`config.mk`:
```
export PLATFORM = sky130hd
export DESIGN_NAME = sal_secure_lock
export DESIGN_NICKNAME = d
export VERILOG_FILES = /design/src/shared/sal_pkg.sv /design/src/verilog/sal_prog_check.sv /design/src/verilog/sal_secure_lock.sv
export SDC_FILE = /design/constraint.sdc
export NUM_CORES = 1
export LEC_CHECK = 0
export BUFFER_PORTS_ARGS = -buffer_cell sky130_fd_sc_hd__buf_2
export CORE_UTILIZATION = 29
export CTS_CLUSTER_DIAMETER = 80
export DETAILED_ROUTE_END_ITERATION = 6
export GPL_TIMING_DRIVEN = 0
export PLACE_DENSITY_LB_ADDON = 0.2
export SYNTH_ARGS = -nofsm -noshare
export SYNTH_HDL_FRONTEND = slang
export SYNTH_SLANG_ARGS = --single-unit
```
`constraint.sdc`:
```
create_clock -name core_clk_i -period 2.34 [get_ports core_clk_i]
set_input_delay 0.117 -clock core_clk_i [delete_from_list [all_inputs] [get_ports core_clk_i]]
set_output_delay 0.117 -clock core_clk_i [all_outputs]
set_load 0.005 [all_outputs]
```
`src/shared/sal_pkg.sv`:
```
// constants for the secure area lock and write alignment block
package sal_pkg;
	// register byte offsets
	localparam logic [7:0] SAL_OFF_CTRL      = 8'h00;
	localparam logic [7:0] SAL_OFF_FEATURE   = 8'h04;
	localparam logic [7:0] SAL_OFF_SECOPT    = 8'h08;
	localparam logic [7:0] SAL_OFF_PROG_ADDR = 8'h0C;
	localparam logic [7:0] SAL_OFF_STATUS    = 8'h10;
	localparam logic [7:0] SAL_OFF_EXIT_KEY  = 8'h14;
	localparam logic [7:0] SAL_OFF_EXIT_ADDR = 8'h18;
	localparam logic [7:0] SAL_OFF_EXIT_GO   = 8'h1C;
	localparam logic [7:0] SAL_OFF_IRQ_STAT  = 8'h20;
	localparam logic [7:0] SAL_OFF_IRQ_CLR   = 8'h24;
	localparam logic [7:0] SAL_OFF_IRQ_EN    = 8'h28;
	// field positions
	localparam int SAL_CTRL_LOCK_BIT   = 0;
	localparam int SAL_FEAT_ALIGN8_BIT = 0;
	localparam int SAL_GO_START_BIT    = 0;
	localparam int SAL_GO_PARAM_BIT    = 1;
	localparam int SAL_ST_OK_BIT       = 0;
	localparam int SAL_ST_FAIL_BIT     = 1;
	localparam int SAL_ST_LOCK_BIT     = 2;
	localparam int SAL_ST_BUSY_BIT     = 3;
	localparam int SAL_EV_PROG_FAIL    = 0;
	localparam int SAL_EV_EXIT_DONE    = 1;
	localparam int SAL_EV_ACC_BLOCK    = 2;
	localparam int SAL_EV_KEY_ERR      = 3;
	localparam int SAL_EV_W            = 4;
	// values after reset
	localparam logic [7:0]  SAL_PAGES_RST  = 8'h00;
	localparam logic        SAL_ALIGN8_RST = 1'b0;
	// flash geometry
	localparam logic [31:0] SAL_FLASH_BASE = 32'h0800_0000;
	localparam int          SAL_PAGE_SHIFT = 11;
	// exit routine keys and entry points
	localparam logic [31:0] SAL_KEY_BANK1  = 32'h0819_2A3C;
	localparam logic [31:0] SAL_KEY_BANK2  = 32'h0819_2A3D;
	localparam logic [31:0] SAL_ENTRY_A    = 32'h1FFF_6800;
	localparam logic [31:0] SAL_ENTRY_B    = 32'h1FFF_1E00;
	// exit sequencer states
	typedef enum logic [1:0] {
		SAL_EXIT_IDLE = 2'b00,
		SAL_EXIT_LOCK = 2'b01,
		SAL_EXIT_JUMP = 2'b10
	} sal_exit_e;
endpackage : sal_pkg

```
`src/verilog/sal_prog_check.sv`:
```
// program address alignment checker with sticky failure
`timescale 1ns/1ns
module sal_prog_check
	import sal_pkg::*;
(
	input  wire logic        core_clk_i,    // system clock
	input  wire logic        rst_i,         // sync reset, active high
	input  wire logic        req_i,         // program request pulse
	input  wire logic [31:0] addr_i,        // program address
	input  wire logic        align8_i,      // 1: eight byte alignment
	output logic             ok_o,          // last request accepted
	output logic             fail_o,        // one-cycle failure pulse
	output logic             fail_sticky_o, // failed since reset
	output logic             prog_req_o,    // pulse to flash programmer
	output logic [31:0]      prog_addr_o    // address to programmer
);
	logic        ok_reg, ok_next;
	logic        fail_reg, fail_next;
	logic        sticky_reg, sticky_next;
	logic        preq_reg, preq_next;
	logic [31:0] paddr_reg, paddr_next;
	logic        misaligned;

	// eight byte mode also refuses addresses that are only four aligned
	assign misaligned = align8_i ? (addr_i[2:0] != 3'h0) : (addr_i[1:0] != 2'h0);

	// once one request failed every later one fails too
	always_comb begin
		ok_next     = ok_reg;
		fail_next   = 1'b0;
		sticky_next = sticky_reg;
		preq_next   = 1'b0;
		paddr_next  = paddr_reg;
		if (req_i) begin
			if (misaligned || sticky_reg) begin
				ok_next     = 1'b0;
				fail_next   = 1'b1;
				sticky_next = 1'b1;
			end else begin
				ok_next    = 1'b1;
				preq_next  = 1'b1;
				paddr_next = addr_i;
			end
		end
	end

	always_ff @(posedge core_clk_i) begin
		if (rst_i) begin
			ok_reg     <= 1'b0;
			fail_reg   <= 1'b0;
			sticky_reg <= 1'b0;
			preq_reg   <= 1'b0;
			paddr_reg  <= 32'h0000_0000;
		end else begin
			ok_reg     <= ok_next;
			fail_reg   <= fail_next;
			sticky_reg <= sticky_next;
			preq_reg   <= preq_next;
			paddr_reg  <= paddr_next;
		end
	end

	assign ok_o          = ok_reg;
	assign fail_o        = fail_reg;
	assign fail_sticky_o = sticky_reg;
	assign prog_req_o    = preq_reg;
	assign prog_addr_o   = paddr_reg;

	// a failure is remembered until reset
	chk_sticky_fail_holds: assert property (@(posedge core_clk_i) disable iff (rst_i)
		sticky_reg |=> sticky_reg)
		else $error("sticky failure cleared");
	chk_after_fail_refused: assert property (@(posedge core_clk_i) disable iff (rst_i)
		(sticky_reg && req_i) |=> (fail_reg && !preq_reg))
		else $error("request after failure passed");
	// four aligned is not good enough in eight byte mode
	chk_align8_refused: assert property (@(posedge core_clk_i) disable iff (rst_i)
		(req_i && align8_i && addr_i[2:0] == 3'h4) |=> fail_reg)
		else $error("four aligned accepted in eight mode");
	chk_align4_passes: assert property (@(posedge core_clk_i) disable iff (rst_i)
		(req_i && !align8_i && addr_i[1:0] == 2'h0 && !sticky_reg)
		|=> (preq_reg && paddr_reg == $past(addr_i)))
		else $error("aligned request not issued");
	cov_prog_fail: cover property (@(posedge core_clk_i) disable iff (rst_i) fail_reg);
endmodule : sal_prog_check

```
`src/verilog/sal_secure_lock.sv`:
```
// securable boot area lock, exit sequencer and apb register file
//
// The placing of the registers and the APB slave port were decided locally.
`timescale 1ns/1ns
module sal_secure_lock
	import sal_pkg::*;
#(
	parameter bit DUAL_BANK    = 1'b0, // part has two flash banks
	parameter bit ALIGN_CHG    = 1'b1, // alignment may be changed by software
	parameter bit ENTRY_VAR_B  = 1'b0  // selects the second entry address
)(
	input  wire logic        core_clk_i,   // system clock, 20 MHz
	input  wire logic        rst_i,        // sync reset, active high
	input  wire logic        psel,         // apb select
	input  wire logic        penable,      // apb enable
	input  wire logic        pwrite,       // apb direction
	input  wire logic [31:0] paddr,        // apb address
	input  wire logic [31:0] pwdata,       // apb write data
	output logic             pready,       // apb ready
	output logic [31:0]      prdata,       // apb read data
	output logic             pslverr,      // apb error
	input  wire logic        acc_valid_i,  // flash read or fetch request
	input  wire logic [31:0] acc_addr_i,   // address of that access
	output logic             acc_done_o,   // access answered
	output logic             acc_err_o,    // bus error for the access
	output logic             prog_req_o,   // aligned program request pulse
	output logic [31:0]      prog_addr_o,  // aligned program address
	output logic             jump_valid_o, // jump to application pulse
	output logic [31:0]      jump_addr_o,  // application address
	output logic             jump_bank2_o, // jump target lies in bank two
	output logic             lock_o,       // secure area locked
	output logic [31:0]      exit_entry_o, // exit routine entry address
	output logic             irq_o         // level interrupt
);
	logic        lock_reg, lock_next;
	logic        align8_reg, align8_next;
	logic [7:0]  pages_reg, pages_next;
	logic [31:0] key_reg, key_next;
	logic [31:0] uaddr_reg, uaddr_next;
	logic        param_reg, param_next;
	sal_exit_e   state_reg, state_next;
	logic        jv_reg, jv_next;
	logic [31:0] ja_reg, ja_next;
	logic        jb2_reg, jb2_next;
	logic        adone_reg, adone_next;
	logic        aerr_reg, aerr_next;
	logic [SAL_EV_W-1:0] ist_reg, ist_next;
	logic [SAL_EV_W-1:0] ien_reg, ien_next;
	logic        wr_en, rd_en, mapped;
	logic [7:0]  off;
	logic [31:0] area_end;
	logic        prog_ok, prog_fail, prog_sticky;
	logic        key_err, exit_done, acc_block;
	logic        go_start, key_good;
	logic [SAL_EV_W-1:0] ev;

	// decode a register offset into a hit flag
	function automatic logic reg_hit(input logic [7:0] o, input logic [7:0] r);
		reg_hit = (o == r);
	endfunction : reg_hit

	// apb: zero wait states, writes land at the access edge
	assign off     = paddr[7:0];
	assign mapped  = (paddr[31:8] == 24'h00_0000) && (paddr[1:0] == 2'h0) && (off <= SAL_OFF_IRQ_EN);
	assign pready  = 1'b1;
	assign pslverr = psel && penable && !mapped;
	assign wr_en   = psel && penable && pwrite && mapped;
	assign rd_en   = psel && penable && !pwrite && mapped;

	// first byte past the secure area, counted in whole pages
	assign area_end = SAL_FLASH_BASE + {13'h0000, pages_reg, 11'h000};

	sal_prog_check u_prog (
		.core_clk_i    (core_clk_i),
		.rst_i         (rst_i),
		.req_i         (wr_en && reg_hit(off, SAL_OFF_PROG_ADDR)),
		.addr_i        (pwdata),
		.align8_i      (align8_reg),
		.ok_o          (prog_ok),
		.fail_o        (prog_fail),
		.fail_sticky_o (prog_sticky),
		.prog_req_o    (prog_req_o),
		.prog_addr_o   (prog_addr_o)
	);

	// configuration: lock is write-once, page count frozen by the lock
	always_comb begin
		lock_next   = lock_reg;
		align8_next = align8_reg;
		pages_next  = pages_reg;
		key_next    = key_reg;
		uaddr_next  = uaddr_reg;
		param_next  = param_reg;
		go_start    = 1'b0;
		if (wr_en && reg_hit(off, SAL_OFF_CTRL) && pwdata[SAL_CTRL_LOCK_BIT])
			lock_next = 1'b1;
		if (state_reg == SAL_EXIT_LOCK)
			lock_next = 1'b1;
		if (ALIGN_CHG && wr_en && reg_hit(off, SAL_OFF_FEATURE))
			align8_next = pwdata[SAL_FEAT_ALIGN8_BIT];
		// the size cannot move once the area is hidden
		if (wr_en && reg_hit(off, SAL_OFF_SECOPT) && !lock_reg)
			pages_next = pwdata[7:0];
		if (wr_en && reg_hit(off, SAL_OFF_EXIT_KEY))
			key_next = pwdata;
		if (wr_en && reg_hit(off, SAL_OFF_EXIT_ADDR))
			uaddr_next = pwdata;
		if (wr_en && reg_hit(off, SAL_OFF_EXIT_GO) && pwdata[SAL_GO_START_BIT]
				&& state_reg == SAL_EXIT_IDLE) begin
			go_start   = 1'b1;
			param_next = pwdata[SAL_GO_PARAM_BIT];
		end
	end

	// 3D is only meaningful on a two bank part
	assign key_good = (key_reg == SAL_KEY_BANK1) || (DUAL_BANK && key_reg == SAL_KEY_BANK2);
	assign key_err  = go_start && pwdata[SAL_GO_PARAM_BIT] && !key_good;

	// exit sequence: lock first, then jump, so the area is hidden before any fetch
	always_comb begin
		state_next = state_reg;
		jv_next    = 1'b0;
		ja_next    = ja_reg;
		jb2_next   = jb2_reg;
		unique case (state_reg)
			SAL_EXIT_IDLE: begin
				if (go_start && !key_err)
					state_next = SAL_EXIT_LOCK;
			end
			SAL_EXIT_LOCK: begin
				state_next = SAL_EXIT_JUMP;
			end
			SAL_EXIT_JUMP: begin
				state_next = SAL_EXIT_IDLE;
				jv_next    = 1'b1;
				if (param_reg) begin
					// no check of the user address: a bad one is the caller's fault
					ja_next  = uaddr_reg;
					jb2_next = DUAL_BANK && (key_reg == SAL_KEY_BANK2);
				end else begin
					ja_next  = area_end;
					jb2_next = 1'b0;
				end
			end
			default: state_next = SAL_EXIT_IDLE;
		endcase
	end
	assign exit_done = jv_reg;

	// reads and fetches inside the hidden area answer with an error
	assign acc_block = acc_valid_i && lock_reg && (acc_addr_i >= SAL_FLASH_BASE)
		&& (acc_addr_i < area_end);
	always_comb begin
		adone_next = acc_valid_i;
		aerr_next  = acc_block;
	end

	// events set sticky bits; a set in the clear cycle wins
	assign ev = {key_err, acc_block, exit_done, prog_fail};
	always_comb begin
		ist_next = ist_reg;
		ien_next = ien_reg;
		if (wr_en && reg_hit(off, SAL_OFF_IRQ_CLR))
			ist_next = ist_next & ~pwdata[SAL_EV_W-1:0];
		ist_next = ist_next | ev;
		if (wr_en && reg_hit(off, SAL_OFF_IRQ_EN))
			ien_next = pwdata[SAL_EV_W-1:0];
	end

	always_ff @(posedge core_clk_i) begin
		if (rst_i) begin
			lock_reg   <= 1'b0;
			align8_reg <= SAL_ALIGN8_RST;
			pages_reg  <= SAL_PAGES_RST;
			key_reg    <= 32'h0000_0000;
			uaddr_reg  <= 32'h0000_0000;
			param_reg  <= 1'b0;
			state_reg  <= SAL_EXIT_IDLE;
			jv_reg     <= 1'b0;
			ja_reg     <= 32'h0000_0000;
			jb2_reg    <= 1'b0;
			adone_reg  <= 1'b0;
			aerr_reg   <= 1'b0;
			ist_reg    <= '0;
			ien_reg    <= '0;
		end else begin
			lock_reg   <= lock_next;
			align8_reg <= align8_next;
			pages_reg  <= pages_next;
			key_reg    <= key_next;
			uaddr_reg  <= uaddr_next;
			param_reg  <= param_next;
			state_reg  <= state_next;
			jv_reg     <= jv_next;
			ja_reg     <= ja_next;
			jb2_reg    <= jb2_next;
			adone_reg  <= adone_next;
			aerr_reg   <= aerr_next;
			ist_reg    <= ist_next;
			ien_reg    <= ien_next;
		end
	end

	// read mux; write-only registers read zero
	always_comb begin
		prdata = 32'h0000_0000;
		if (rd_en) begin
			unique case (off)
				SAL_OFF_CTRL:      prdata[SAL_CTRL_LOCK_BIT] = lock_reg;
				SAL_OFF_FEATURE:   prdata[SAL_FEAT_ALIGN8_BIT] = align8_reg;
				SAL_OFF_SECOPT:    prdata[7:0] = pages_reg;
				SAL_OFF_PROG_ADDR: prdata = prog_addr_o;
				SAL_OFF_STATUS:    prdata[SAL_ST_BUSY_BIT:0] =
					{state_reg != SAL_EXIT_IDLE, lock_reg, prog_sticky, prog_ok};
				SAL_OFF_EXIT_KEY:  prdata = key_reg;
				SAL_OFF_EXIT_ADDR: prdata = uaddr_reg;
				SAL_OFF_IRQ_STAT:  prdata[SAL_EV_W-1:0] = ist_reg;
				SAL_OFF_IRQ_EN:    prdata[SAL_EV_W-1:0] = ien_reg;
				default:           prdata = 32'h0000_0000;
			endcase
		end
	end

	assign acc_done_o   = adone_reg;
	assign acc_err_o    = aerr_reg;
	assign jump_valid_o = jv_reg;
	assign jump_addr_o  = ja_reg;
	assign jump_bank2_o = jb2_reg;
	assign lock_o       = lock_reg;
	assign exit_entry_o = ENTRY_VAR_B ? SAL_ENTRY_B : SAL_ENTRY_A;
	assign irq_o        = |(ist_reg & ien_reg);

	// the lock only ever rises; reset is the one way back
	chk_lock_never_clears: assert property (@(posedge core_clk_i) disable iff (rst_i)
		lock_reg |=> lock_reg)
		else $error("lock bit cleared without reset");
	// a control write of one shows as lock from the next cycle on
	chk_lock_write_sets: assert property (@(posedge core_clk_i) disable iff (rst_i)
		(wr_en && off == SAL_OFF_CTRL && pwdata[SAL_CTRL_LOCK_BIT]) |=> lock_o)
		else $error("lock write ignored");
	// the area must be hidden before the core can fetch from the target
	chk_exit_lock_first: assert property (@(posedge core_clk_i) disable iff (rst_i)
		$rose(jv_reg) |-> ($past(lock_reg) && lock_reg))
		else $error("jump before lock");
	chk_exit_two_cycles: assert property (@(posedge core_clk_i) disable iff (rst_i)
		(state_reg == SAL_EXIT_IDLE && go_start && !key_err) |-> ##2 (lock_reg ##1 jv_reg))
		else $error("exit sequence timing");
	// a jump is a single pulse; the next one needs a fresh start write
	chk_jump_one_pulse: assert property (@(posedge core_clk_i) disable iff (rst_i)
		jv_reg |=> !jv_reg)
		else $error("jump pulse longer than one cycle");
	// a refused key neither locks nor starts the sequencer
	chk_bad_key_idle: assert property (@(posedge core_clk_i) disable iff (rst_i)
		(key_err && !lock_reg) |=> (!lock_reg && state_reg == SAL_EXIT_IDLE))
		else $error("wrong key started the exit");
	// without parameters the target is the first byte past the area
	chk_noparam_target: assert property (@(posedge core_clk_i) disable iff (rst_i)
		(jv_reg && !$past(param_reg)) |-> (ja_reg == area_end))
		else $error("jump not past area");
	chk_bank2_key: assert property (@(posedge core_clk_i) disable iff (rst_i)
		(jv_reg && jb2_reg) |-> (DUAL_BANK && key_reg == SAL_KEY_BANK2))
		else $error("bank two without key");
	// hidden reads answer with an error and never with data
	chk_hidden_error: assert property (@(posedge core_clk_i) disable iff (rst_i)
		(acc_valid_i && lock_reg && acc_addr_i == SAL_FLASH_BASE && pages_reg != 8'h00)
		|=> (acc_done_o && acc_err_o))
		else $error("secure area readable while locked");
	chk_open_no_error: assert property (@(posedge core_clk_i) disable iff (rst_i)
		(acc_valid_i && !lock_reg) |=> !acc_err_o)
		else $error("error while unlocked");
	chk_err_has_done: assert property (@(posedge core_clk_i) disable iff (rst_i)
		acc_err_o |-> acc_done_o)
		else $error("bus error without an answer");
	// the size cannot move under a hidden area
	chk_pages_frozen: assert property (@(posedge core_clk_i) disable iff (rst_i)
		lock_reg |=> $stable(pages_reg))
		else $error("page count changed while locked");
	// a blocked access is flagged even when software clears in the same cycle
	chk_block_event_sticky: assert property (@(posedge core_clk_i) disable iff (rst_i)
		acc_block |=> ist_reg[SAL_EV_ACC_BLOCK])
		else $error("blocked access not flagged");

	// main scenarios
	cov_exit_param: cover property (@(posedge core_clk_i) disable iff (rst_i) jv_reg && param_reg);
	cov_exit_plain: cover property (@(posedge core_clk_i) disable iff (rst_i) jv_reg && !param_reg);
	cov_blocked: cover property (@(posedge core_clk_i) disable iff (rst_i) acc_err_o && irq_o);
	cov_key_refused: cover property (@(posedge core_clk_i) disable iff (rst_i) key_err);
endmodule : sal_secure_lock

```
==> results.toml, run 1 <==
[run_status]
status = "completed"

[final_layout]
final_common_cell = "buf_2"
seqCellArea_mm2 = 0.00312
fin_util_pct = 41.1
multi_input_area_mm2 = 0.00365
nFillCells = 2458
layout.nets = 1147
antenna_cells = 0
drive_gt1_share_pct = 31.5
final_area_mm2 = 0.0100
final_cell_mix = "buf_2, nor2_1, dfxtp_1"
area_delta_synth_final_pct = 39.4

[routing]
drtIter0Drc = 559
routed_wl_mm = 25.9
drtAntennaViolNets = 0
vias = 6763
wl_per_cell_um = 18.8
drc = 0
firstDrtPassIters = 6
drt-vias-per-instance = 4.92

[floorplanning]
initial_core_util_pct = 29.5
io_pins = 239
rows = 57
die_w_um = 159
die-height_um = 159
core_mm2 = 0.0243
die_area_mm2 = 0.0254

[critical_path]
timing.rr.start = "align8_reg$_SDFFE_PP0P_"
cp-startpoint = "paddr[6]"
endpoint = "prdata[5]"
crit_slowest_cell = "or4_4"
start_kind = "input pin"
crit_arrival_ns = 2.16
critical_path_class = "in -> out"
cp-end-kind = "primary output"
rr_worst_depth = 8
crit_chain = "buf_8, nor4_4, buf_4, nand3_4, or4_4, buf_6, nand4b_1, buf_6, a21oi_2, buf_2"
critPathMaxFanout = 9
path_common_cell = "buf_6"
reg2reg_to = "u_prog.prog_addr_o[30]$_SDFFE_PP0P_"
slowest_delay_ns = 0.52
r2r_setup_slack_ns = 0.18
critPathRequiredTime_ns = 2.22

[pwr]
p_per_area_mw_per_mm2 = 607
peakVddDrop_uv = 399
power_uw = 6060
p_leak_uw = 0.00403

[logic_synthesis]
synth_warnings = 0
synth_cells = 745
synth_area_per_cell_um2 = 9.63
synth_edf_count = 0
synth_seq_cells = 156
synth_flop_cell = "dfxtp_1"
netlist_area_mm2 = 0.00717
async_flop_share_pct = 0
synth_top_area_cell = "dfxtp_1"
yosys.area.top_type_share_pct = 43.5
ys_types = 61
ys_top_cells_by_area = "dfxtp_1, mux2i_1, nor2_1"
synth.yosys.seq_area_share_pct = 43.5

[clock_tree]
numCtsBuffers = 17
tritoncts = "done"
cts_max_level = 4
clockRootBuffer = "clkbuf_16"
clockBufferDepth = 2
insertion_delay_ns = 0.44
numClockSinks = 156
clk_pin_slew_worst_paths_ns = 0.06

[timing]
finClkSkew_ns = 0.0127
worstMarginPinSlew_ns = 1.02
max_slew_margin_pct = 31.5
setup_violations = 0
finalCritPeriodShare_pct = 97.3
rsz0062_at_grt = "no"
finalWorstSetupSlack_ns = 0.0634
fin_crit_ns = 2.28
max_clock_freq_ghz = 0.439
hold_viol = 0
setup-tns-final_ns = 0
maxSlewViolCount = 0

[global_routing]
grt_util_met2_pct = 32.1
gr-usage-met1_pct = 26.9
track_usage_pct = 20.2
use_met3_pct = 4.74
grt_pass1_wl_mm = 39.0
grt_remaining_overflow = 0
antenna_found_initial = 0
grt_max_degree = 17
top_usage_layer = "met2"
grt_pass1_vias = 6460

[placed_design]
dpl_cell_area_mm2 = 0.00864
port_buffers = 189
preCtsSetupSlack_ns = -0.451
hpwl_mm = 19.0
gp_congestion = 0.885

[worst_hold_path]
hp-class = "in -> reg"

[job]
maxCapViolations = 0
[worst min-delay path by stage]
stage	startpoint	to	depth (start not counted)
floorplan	rst_i	jump_valid_o$_SDFF_PP0_	1
global placement	rst_i	jump_valid_o$_SDFF_PP0_	2
detailed placement	rst_i	jump_valid_o$_SDFF_PP0_	2
CTS	pwdata[7]	key_reg[7]$_SDFFE_PP0P_	3
global route	pwdata[7]	key_reg[7]$_SDFFE_PP0P_	3
finish	pwdata[7]	u_prog.prog_addr_o[7]$_SDFFE_PP0P_	3
[metrics by stage]
| step | std cells | hold WS [ns] |
|---|---|---|
| 2_1_floorplan | 777 | 0.196 |
| 3_3_place_gp | 1290 | 0.336 |
| 3_5_place_dp | 1290 | 0.333 |
| 4_1_cts | 1372 | 0.00515 |
| 5_1_grt | 1375 | 0.0174 |
| 6_report | 1375 | 0.0188 |
[cell families after synthesis]
| family | after synthesis | synth area share [%] |
|---|---|---|
| AND/OR/NAND/NOR | 251 | 17.7 |
| flip-flops | 156 | 43.5 |
| multiplexers | 118 | 16.5 |
| AO/OA/AOI/OAI | 109 | 12.5 |
| buffers and inverters | 101 | 8.30 |
| adder cells (fa/ha/maj) | 7 | 1.22 |
| other | 2 | 0.105 |
| XOR/XNOR | 1 | 0.122 |
[routing by layer]
layer	vias to the layer above	part of all wire (%)
met1	3164	46
met3	47	6.6
met5	-	0
met4	0	2.6
li1	3251	-
met2	301	45
[worst max-delay path: cells and delay by family]
kind	cells	cell delay (ns)
buffers and inverters	5	0.79
AOI/OAI and AO/OA	1	0.16
and+or+nand+nor	4	1.08
[synthesized netlist by cell type, types with 3 or more instances]
master / instances
nor2_1: 157
and4_1: 3
and2_1: 4
or4_1: 4
a211oi_1: 10
buf_2: 6
or4b_2: 4
ha_1: 7
mux2i_1: 116
and3_1: 4
nor4_1: 11
a31oi_1: 5
a21oi_1: 10
nor3_1: 7
nor4b_1: 5
nand3_1: 4
nor4_4: 4
o21ai_0: 7
a22o_1: 25
a32oi_1: 3
nor3b_1: 4
dfxtp_1: 156
a222oi_1: 29
nand2_1: 17
clkbuf_1: 35
buf_4: 37
buf_6: 4
nand4_1: 11
inv_1: 15
[power by group]
group | internal [uW] | total (uW) | switching [uW]
clock | 1820 | 3040 | 1230
sequential | 2650 | 2650 | 0.139
combinational | 168 | 368 | 200
total | 4640 | 6060 | 1430
[timing repair]
item,CTS,global route
setup buffers,19,2
pin swaps,4,1
gates cloned,1,2
hold buffers,31,0
hold endpoints to repair,82,0
gates resized for setup,36,16
endpoints found under the setup margin,66,50
[cell type report]
cell class	instances	area share [%]
Buffer	85	5.93
Clock buffer	18	4.29
Clock inverter	14	2.08
Inverter	15	0.563
Multi-Input combinational cell	520	36.6
Sequential cell	156	31.2
Tap cell	324	4.06
Timing Repair Buffer	243	15.3
No activity file was read; power rests on OpenSTA's default activity.
==> inputs of run 2 (changes only) <==
==> constraint.sdc (replaced) <==
create_clock -name core_clk_i -period 2.34 [get_ports core_clk_i]
set_input_delay 0.468 -clock core_clk_i [delete_from_list [all_inputs] [get_ports core_clk_i]]
set_output_delay 0.468 -clock core_clk_i [all_outputs]
set_load 0.005 [all_outputs]
==> run 2 against run 1 <==
The flow now finishes with violations (setup timing). First-iteration DRC count down 10%. Clock skew up 0.0020 ns. Via count down 2.1%. Sequential cell count unchanged. Largest power group unchanged. Highest routed layer is now met5.
==> results.toml, run 2 (same netlist as run 1, synthesis figures left out) <==
[critical_path]
crit_slowest_cell = "or4_4"
slowest_delay_ns = 0.57
crit_family = "simple AND/OR/NAND/NOR gates"
crit_chain = "buf_12, nor4_4, buf_4, nand3_4, or4_4, nand4b_1, buf_6, a21oi_4, buf_2"
crit_arrival_ns = 2.30
cp-end-kind = "primary output"
start_kind = "input pin"
critPathRequiredTime_ns = 1.87
critical_path_class = "in -> out"
critPathMaxFanout = 4
path_buf_inv = 4

[floorplanning]
core_mm2 = 0.0243
initial_core_util_pct = 29.5
die_w_um = 159
die-height_um = 159
io_pins = 239
rows = 57
die_area_mm2 = 0.0254

[clock_tree]
tritoncts = "done"
hold_buffers = 0
insertion_delay_ns = 0.43
numCtsBuffers = 17
cts_max_level = 4
clockRootBuffer = "clkbuf_16"
clk_pin_slew_worst_paths_ns = 0.06
numClockSinks = 156
clockBufferDepth = 2

[global_routing]
grt_pass1_vias = 6485
grt_pass1_wl_mm = 39.2
grt_max_degree = 17
grt_remaining_overflow = 0
antenna_found_initial = 1
track_usage_pct = 20.3

[routing]
top_layer = "met5"
vias = 6618
drt-vias-per-instance = 4.92
drtAntennaViolNets = 0
firstDrtPassIters = 6
routed_wl_mm = 25.7
drtIter0Drc = 503
met3_length_mm = 1.75
wl_per_cell_um = 19.1
drc = 0
drt-met1-wl_mm = 11.8
dr_wl_met2_mm = 11.8

[placed_design]
gp_congestion = 0.887
dp_cells = 1290
hpwl_mm = 19.0
preCtsSetupSlack_ns = -1.07
port_buffers = 189

[timing]
setup_violations = 32
rsz0062_at_grt = "yes"
finalCritPeriodShare_pct = 118
worstMarginPinSlew_ns = 0.754
finalWorstSetupSlack_ns = -0.431
whs_ns = 0.244
hold_viol = 0
fin_crit_ns = 2.77
maxSlewViolCount = 0
finClkSkew_ns = 0.0147
max_slew_margin_pct = 49.2
max_clock_freq_ghz = 0.361

[final_layout]
fin_cells = 1344
layout.nets = 1115
area_delta_synth_final_pct = 40.6
final_cell_mix = "buf_2, dfxtp_1, nor2_1"
drive_gt1_share_pct = 35.9
final_common_cell = "buf_2"

[pwr]
peakVddDrop_uv = 402
p_leak_uw = 0.00395
power_uw = 5960
p_per_area_mw_per_mm2 = 591

[job]
maxCapViolations = 0

[worst_hold_path]
hp-class = "in -> reg"

[run_status]
status = "finished, violations left"
violations = "setup timing"
-- run 2: changes by cell type in the layout (fill, tap and decap cells not counted), sizes merged --
cell | before | now
clkbuf | 55 | 50
clkinvlp | 1 | 3
diode | 0 | 1
bufinv | 4 | 3
dlygate4sd3 | 31 | 0
buf | 260 | 263
-- run 2: layer usage --
metal / global-route usage (%) / up-vias
li1: - / 3185
met4: 5.90 / 2
met5: 0 / -
met2: 31.9 / 280
met1: 27.6 / 3125
met3: 4.58 / 26
-- run 2: repair_timing --
item,4_1_cts,5_1_grt
pin swaps,21,6
gates cloned,1,1
gates resized for setup,63,40
setup endpoints to repair,80,40
buffers inserted,17,4
-- run 2: worst paths after layout --
check,from,endpoint,slack (ns),depth (start not counted)
worst max register to register,align8_reg$_SDFFE_PP0P_,u_prog.prog_addr_o[22]$_SDFFE_PP0P_,0.22,7
worst max-delay path,paddr[0],prdata[4],-0.43,9
worst min register to register,u_prog.fail_o$_SDFF_PP0_,ist_reg[0]$_SDFF_PP0_,0.45,1
worst min-delay path,rst_i,jump_valid_o$_SDFF_PP0_,0.24,2
-- run 2: area by class of cell --
| class | instances | area [um2] |
|---|---|---|
| antenna | 1 | 2.50 |
| buffer | 84 | 643 |
| clock buffer | 17 | 425 |
| clock inverter | 15 | 204 |
| fill | 2404 | 14200 |
| inverter | 15 | 56.3 |
| multi-input combinational | 520 | 3970 |
| sequential | 156 | 3120 |
| tap | 324 | 405 |
| timing repair buffer | 212 | 1250 |
-- run 2: stage by stage --
step / TNS (ns) / area (um2) / utilization, %
final: -11.50 / 10100 / 41.5
after global routing: -13.06 / 10100 / 41.5
after CTS: -12.66 / 9870 / 40.6
after detailed placement: -69.50 / 8810 / 36.2
after global placement: -68.29 / 8810 / 36.2
after floorplan: -3.56 / 7460 / -
-- run 2: power breakdown --
group,switching (uW),internal [uW],total (uW)
sequential,0.138,2650,2650
clock,1240,1720,2960
combinational,203,143,346
total,1440,4520,5960
==> inputs of run 3 (changes only) <==
ABC_AREA = 1   (was unset)
CORE_ASPECT_RATIO = 1.75   (was unset)
CTS_CLUSTER_DIAMETER = 150   (was 80)
==> run 3 against run 2 <==
The run still ends with setup timing left. Synthesized area rose by 1.7%. Non-clock buffer count grew 7. Utilization fell by 0.86 points. Final area shrank 0.83%. Critical endpoint is now prdata[27]. Largest cell class unchanged.
==> results.toml, run 3 <==
[timing]
max_slew_margin_pct = 53.9
setup_violations = 23
maxSlewViolCount = 0
worstMarginPinSlew_ns = 0.691
finalWorstSetupSlack_ns = -0.0743
finClkSkew_ns = 0.00575
max_clock_freq_ghz = 0.414
finalCritPeriodShare_pct = 103
fin_crit_ns = 2.41
rsz0062_at_grt = "yes"
hold_viol = 0
setup-tns-final_ns = -0.835
whs_ns = 0.252

[floorplanning]
core_mm2 = 0.0246
die_w_um = 122
initial_core_util_pct = 29.6
die-height_um = 212
io_pins = 239
rows = 76
die_area_mm2 = 0.0258

[placed_design]
gp_congestion = 0.850
hpwl_mm = 22.1
preCtsSetupSlack_ns = -0.915
port_buffers = 190
dpl_cell_area_mm2 = 0.00876

[global_routing]
grt_pass1_vias = 7632
grt_pass1_wl_mm = 43.5
antenna_found_initial = 1
track_usage_pct = 23.0
grt_remaining_overflow = 0
grt_max_degree = 17

[final_layout]
drive_gt1_share_pct = 28.6
final_common_cell = "nand2_1"
area_delta_synth_final_pct = 37.1
final_cell_mix = "nand2_1, buf_2, dfxtp_1"
layout.nets = 1415
nFillCells = 2653
final_area_mm2 = 0.0100
fin_util_pct = 40.6

[logic_synthesis]
ys_types = 37
netlist_area_mm2 = 0.00729
synth_area_per_cell_um2 = 6.98
synth_top_area_cell = "dfxtp_1"
yosys.area.top_type_share_pct = 42.8
synth_warnings = 0
muxShareOfSynthArea_pct = 0
post-synth-top-count-cell = "nand2_1"
synth_commonest_cells = "nand2_1, dfxtp_1, a21oi_1, nor2_1, inv_1"
synthAdderAreaFrac_pct = 1.20
synth_cells = 1045
synth_seq_cells = 156
synth_edf_count = 0
synth_compound_area_share_pct = 17.0
async_flop_share_pct = 0
ys_top_cells_by_area = "dfxtp_1, nand2_1, a21oi_1"
synth_flop_cell = "dfxtp_1"
synth-simple-area-share_pct = 27.8
synth.yosys.seq_area_share_pct = 42.8
synth_top_family_by_area = "simple AND/OR/NAND/NOR gates"
synth_xor_area_share_pct = 0

[critical_path]
critPathMaxFanout = 5
reg2reg_to = "jump_addr_o[19]$_SDFFE_PP0P_"
crit_cells = 12
timing.rr.start = "state_reg[1]$_SDFFE_PP0P_"
start_kind = "input pin"
rr_worst_depth = 5
crit_slowest_cell = "nor3_4"
cp-end-kind = "primary output"
crit_family = "buffers and inverters"
r2r_setup_slack_ns = 0.50
path_buf_inv = 5
slowest_delay_ns = 0.19
critical_path_class = "in -> out"
crit_arrival_ns = 1.95
critPathRequiredTime_ns = 1.87
crit_chain = "buf_2, inv_2, nand2_4, nor2_4, nand2_4, o21ai_4, nand2_2, nor3_4, clkinv_4, buf_12, a31oi_4, buf_2"

[pwr]
peakVddDrop_uv = 387
p_per_area_mw_per_mm2 = 553
p_sw_uw = 1330
seq_power_share_pct = 48.0
comb_power_share_pct = 6.0
intPower_uw = 4210
p_sw_share_pct = 23.9
p_leak_uw = 0.00395
power.share.clock_pct = 46.0

[clock_tree]
insertion_delay_ns = 0.44
numClockSinks = 156
hold_buffers = 0
numCtsBuffers = 17
cts_max_level = 4
tritoncts = "done"
clockRootBuffer = "clkbuf_16"
clockBufferDepth = 2
clk_pin_slew_worst_paths_ns = 0.06

[routing]
vias = 7876
drc = 0
routed_wl_mm = 29.5
drt-vias-per-instance = 4.83
drtAntennaViolNets = 0
drtIter0Drc = 376
firstDrtPassIters = 5
wl_per_cell_um = 18.1

[worst_hold_path]
hp-class = "in -> reg"
hold_start = "acc_valid_i"
min_path_cells = 3
hold_path_end = "acc_done_o$_SDFF_PP0_"

[run_status]
status = "finished, violations left"
violations = "setup timing"

[job]
maxCapViolations = 0
==> run 3: cell count changes after synthesis, sizes merged, moves of 34 or more <==
cell,delta
nand2,+283
nand3,+34
nor2,-55
inv,+65
mux2i,-116
a21oi,+139
==> run 3: layer usage <==
layer / global-route usage, % / wire length [um]
met1: 24.6 / 10800
met3: 3.72 / 1690
met5: 0 / 0
met4: 12.9 / 1390
met2: 41.9 / 15600
==> run 3: metrics by stage <==
stage	instances	power [uW]
3_3_place_gp	1579	3010
4_1_cts	1626	5540
6_report	1630	5540
3_5_place_dp	1579	3010
2_1_floorplan	1077	2850
5_1_grt	1630	5690
==> run 3: how the worst max path moves through the flow <==
stage | start | end | slack, ns
after CTS | paddr[12] | prdata[20] | -0.11
after detailed placement | paddr[7] | prdata[16] | -0.91
final | paddr[0] | prdata[27] | -0.07
after global placement | paddr[7] | prdata[16] | -0.91
after floorplan | paddr[6] | prdata[19] | 0.22
after global routing | paddr[0] | prdata[19] | -0.16
==> run 3: cell type report <==
| cell class | instances | area [um2] | share of cell area (%) |
|---|---|---|---|
| repair buffers | 210 | 1210 | 12.1 |
| well taps | 312 | 390 | 3.90 |
| flip-flops and latches | 156 | 3120 | 31.2 |
| diodes | 1 | 2.50 | 0.0250 |
| inverters | 81 | 312 | 3.11 |
| plain buffers | 93 | 608 | 6.08 |
| clock buffers | 22 | 474 | 4.74 |
| multi-input cells | 747 | 3840 | 38.4 |
| clock inverters | 8 | 45.0 | 0.450 |
==> run 3: tightest hold or removal path: stages <==
cell and delay (ns):
buf_2 0.09, inv_1 0.04, nor2_1 0.04
==> run 3: what timing repair did <==
item / 4_1_cts / 5_1_grt
setup buffers: 16 / 4
gates resized for setup: 108 / 30
setup endpoints to repair: 32 / 32
gates cloned: 1 / 0
pin swaps: 32 / 11
==> run 3: cells by family after synthesis <==
family	after synthesis
buffers and inverters	174
AND/OR/NAND/NOR	483
flip-flops	156
AO/OA/AOI/OAI	223
adder cells (fa/ha/maj)	7
other	2
==> run 3: power by group through the flow <==
stage | sequential (uW) | clock (uW) | combinational [uW]
5_1_grt | 2660 | 2670 | 366
4_1_cts | 2660 | 2560 | 316
2_1_floorplan | 2720 | 0 | 139
3_3_place_gp | 2720 | 0 | 290
6_report | 2660 | 2550 | 333
3_5_place_dp | 2720 | 0 | 292
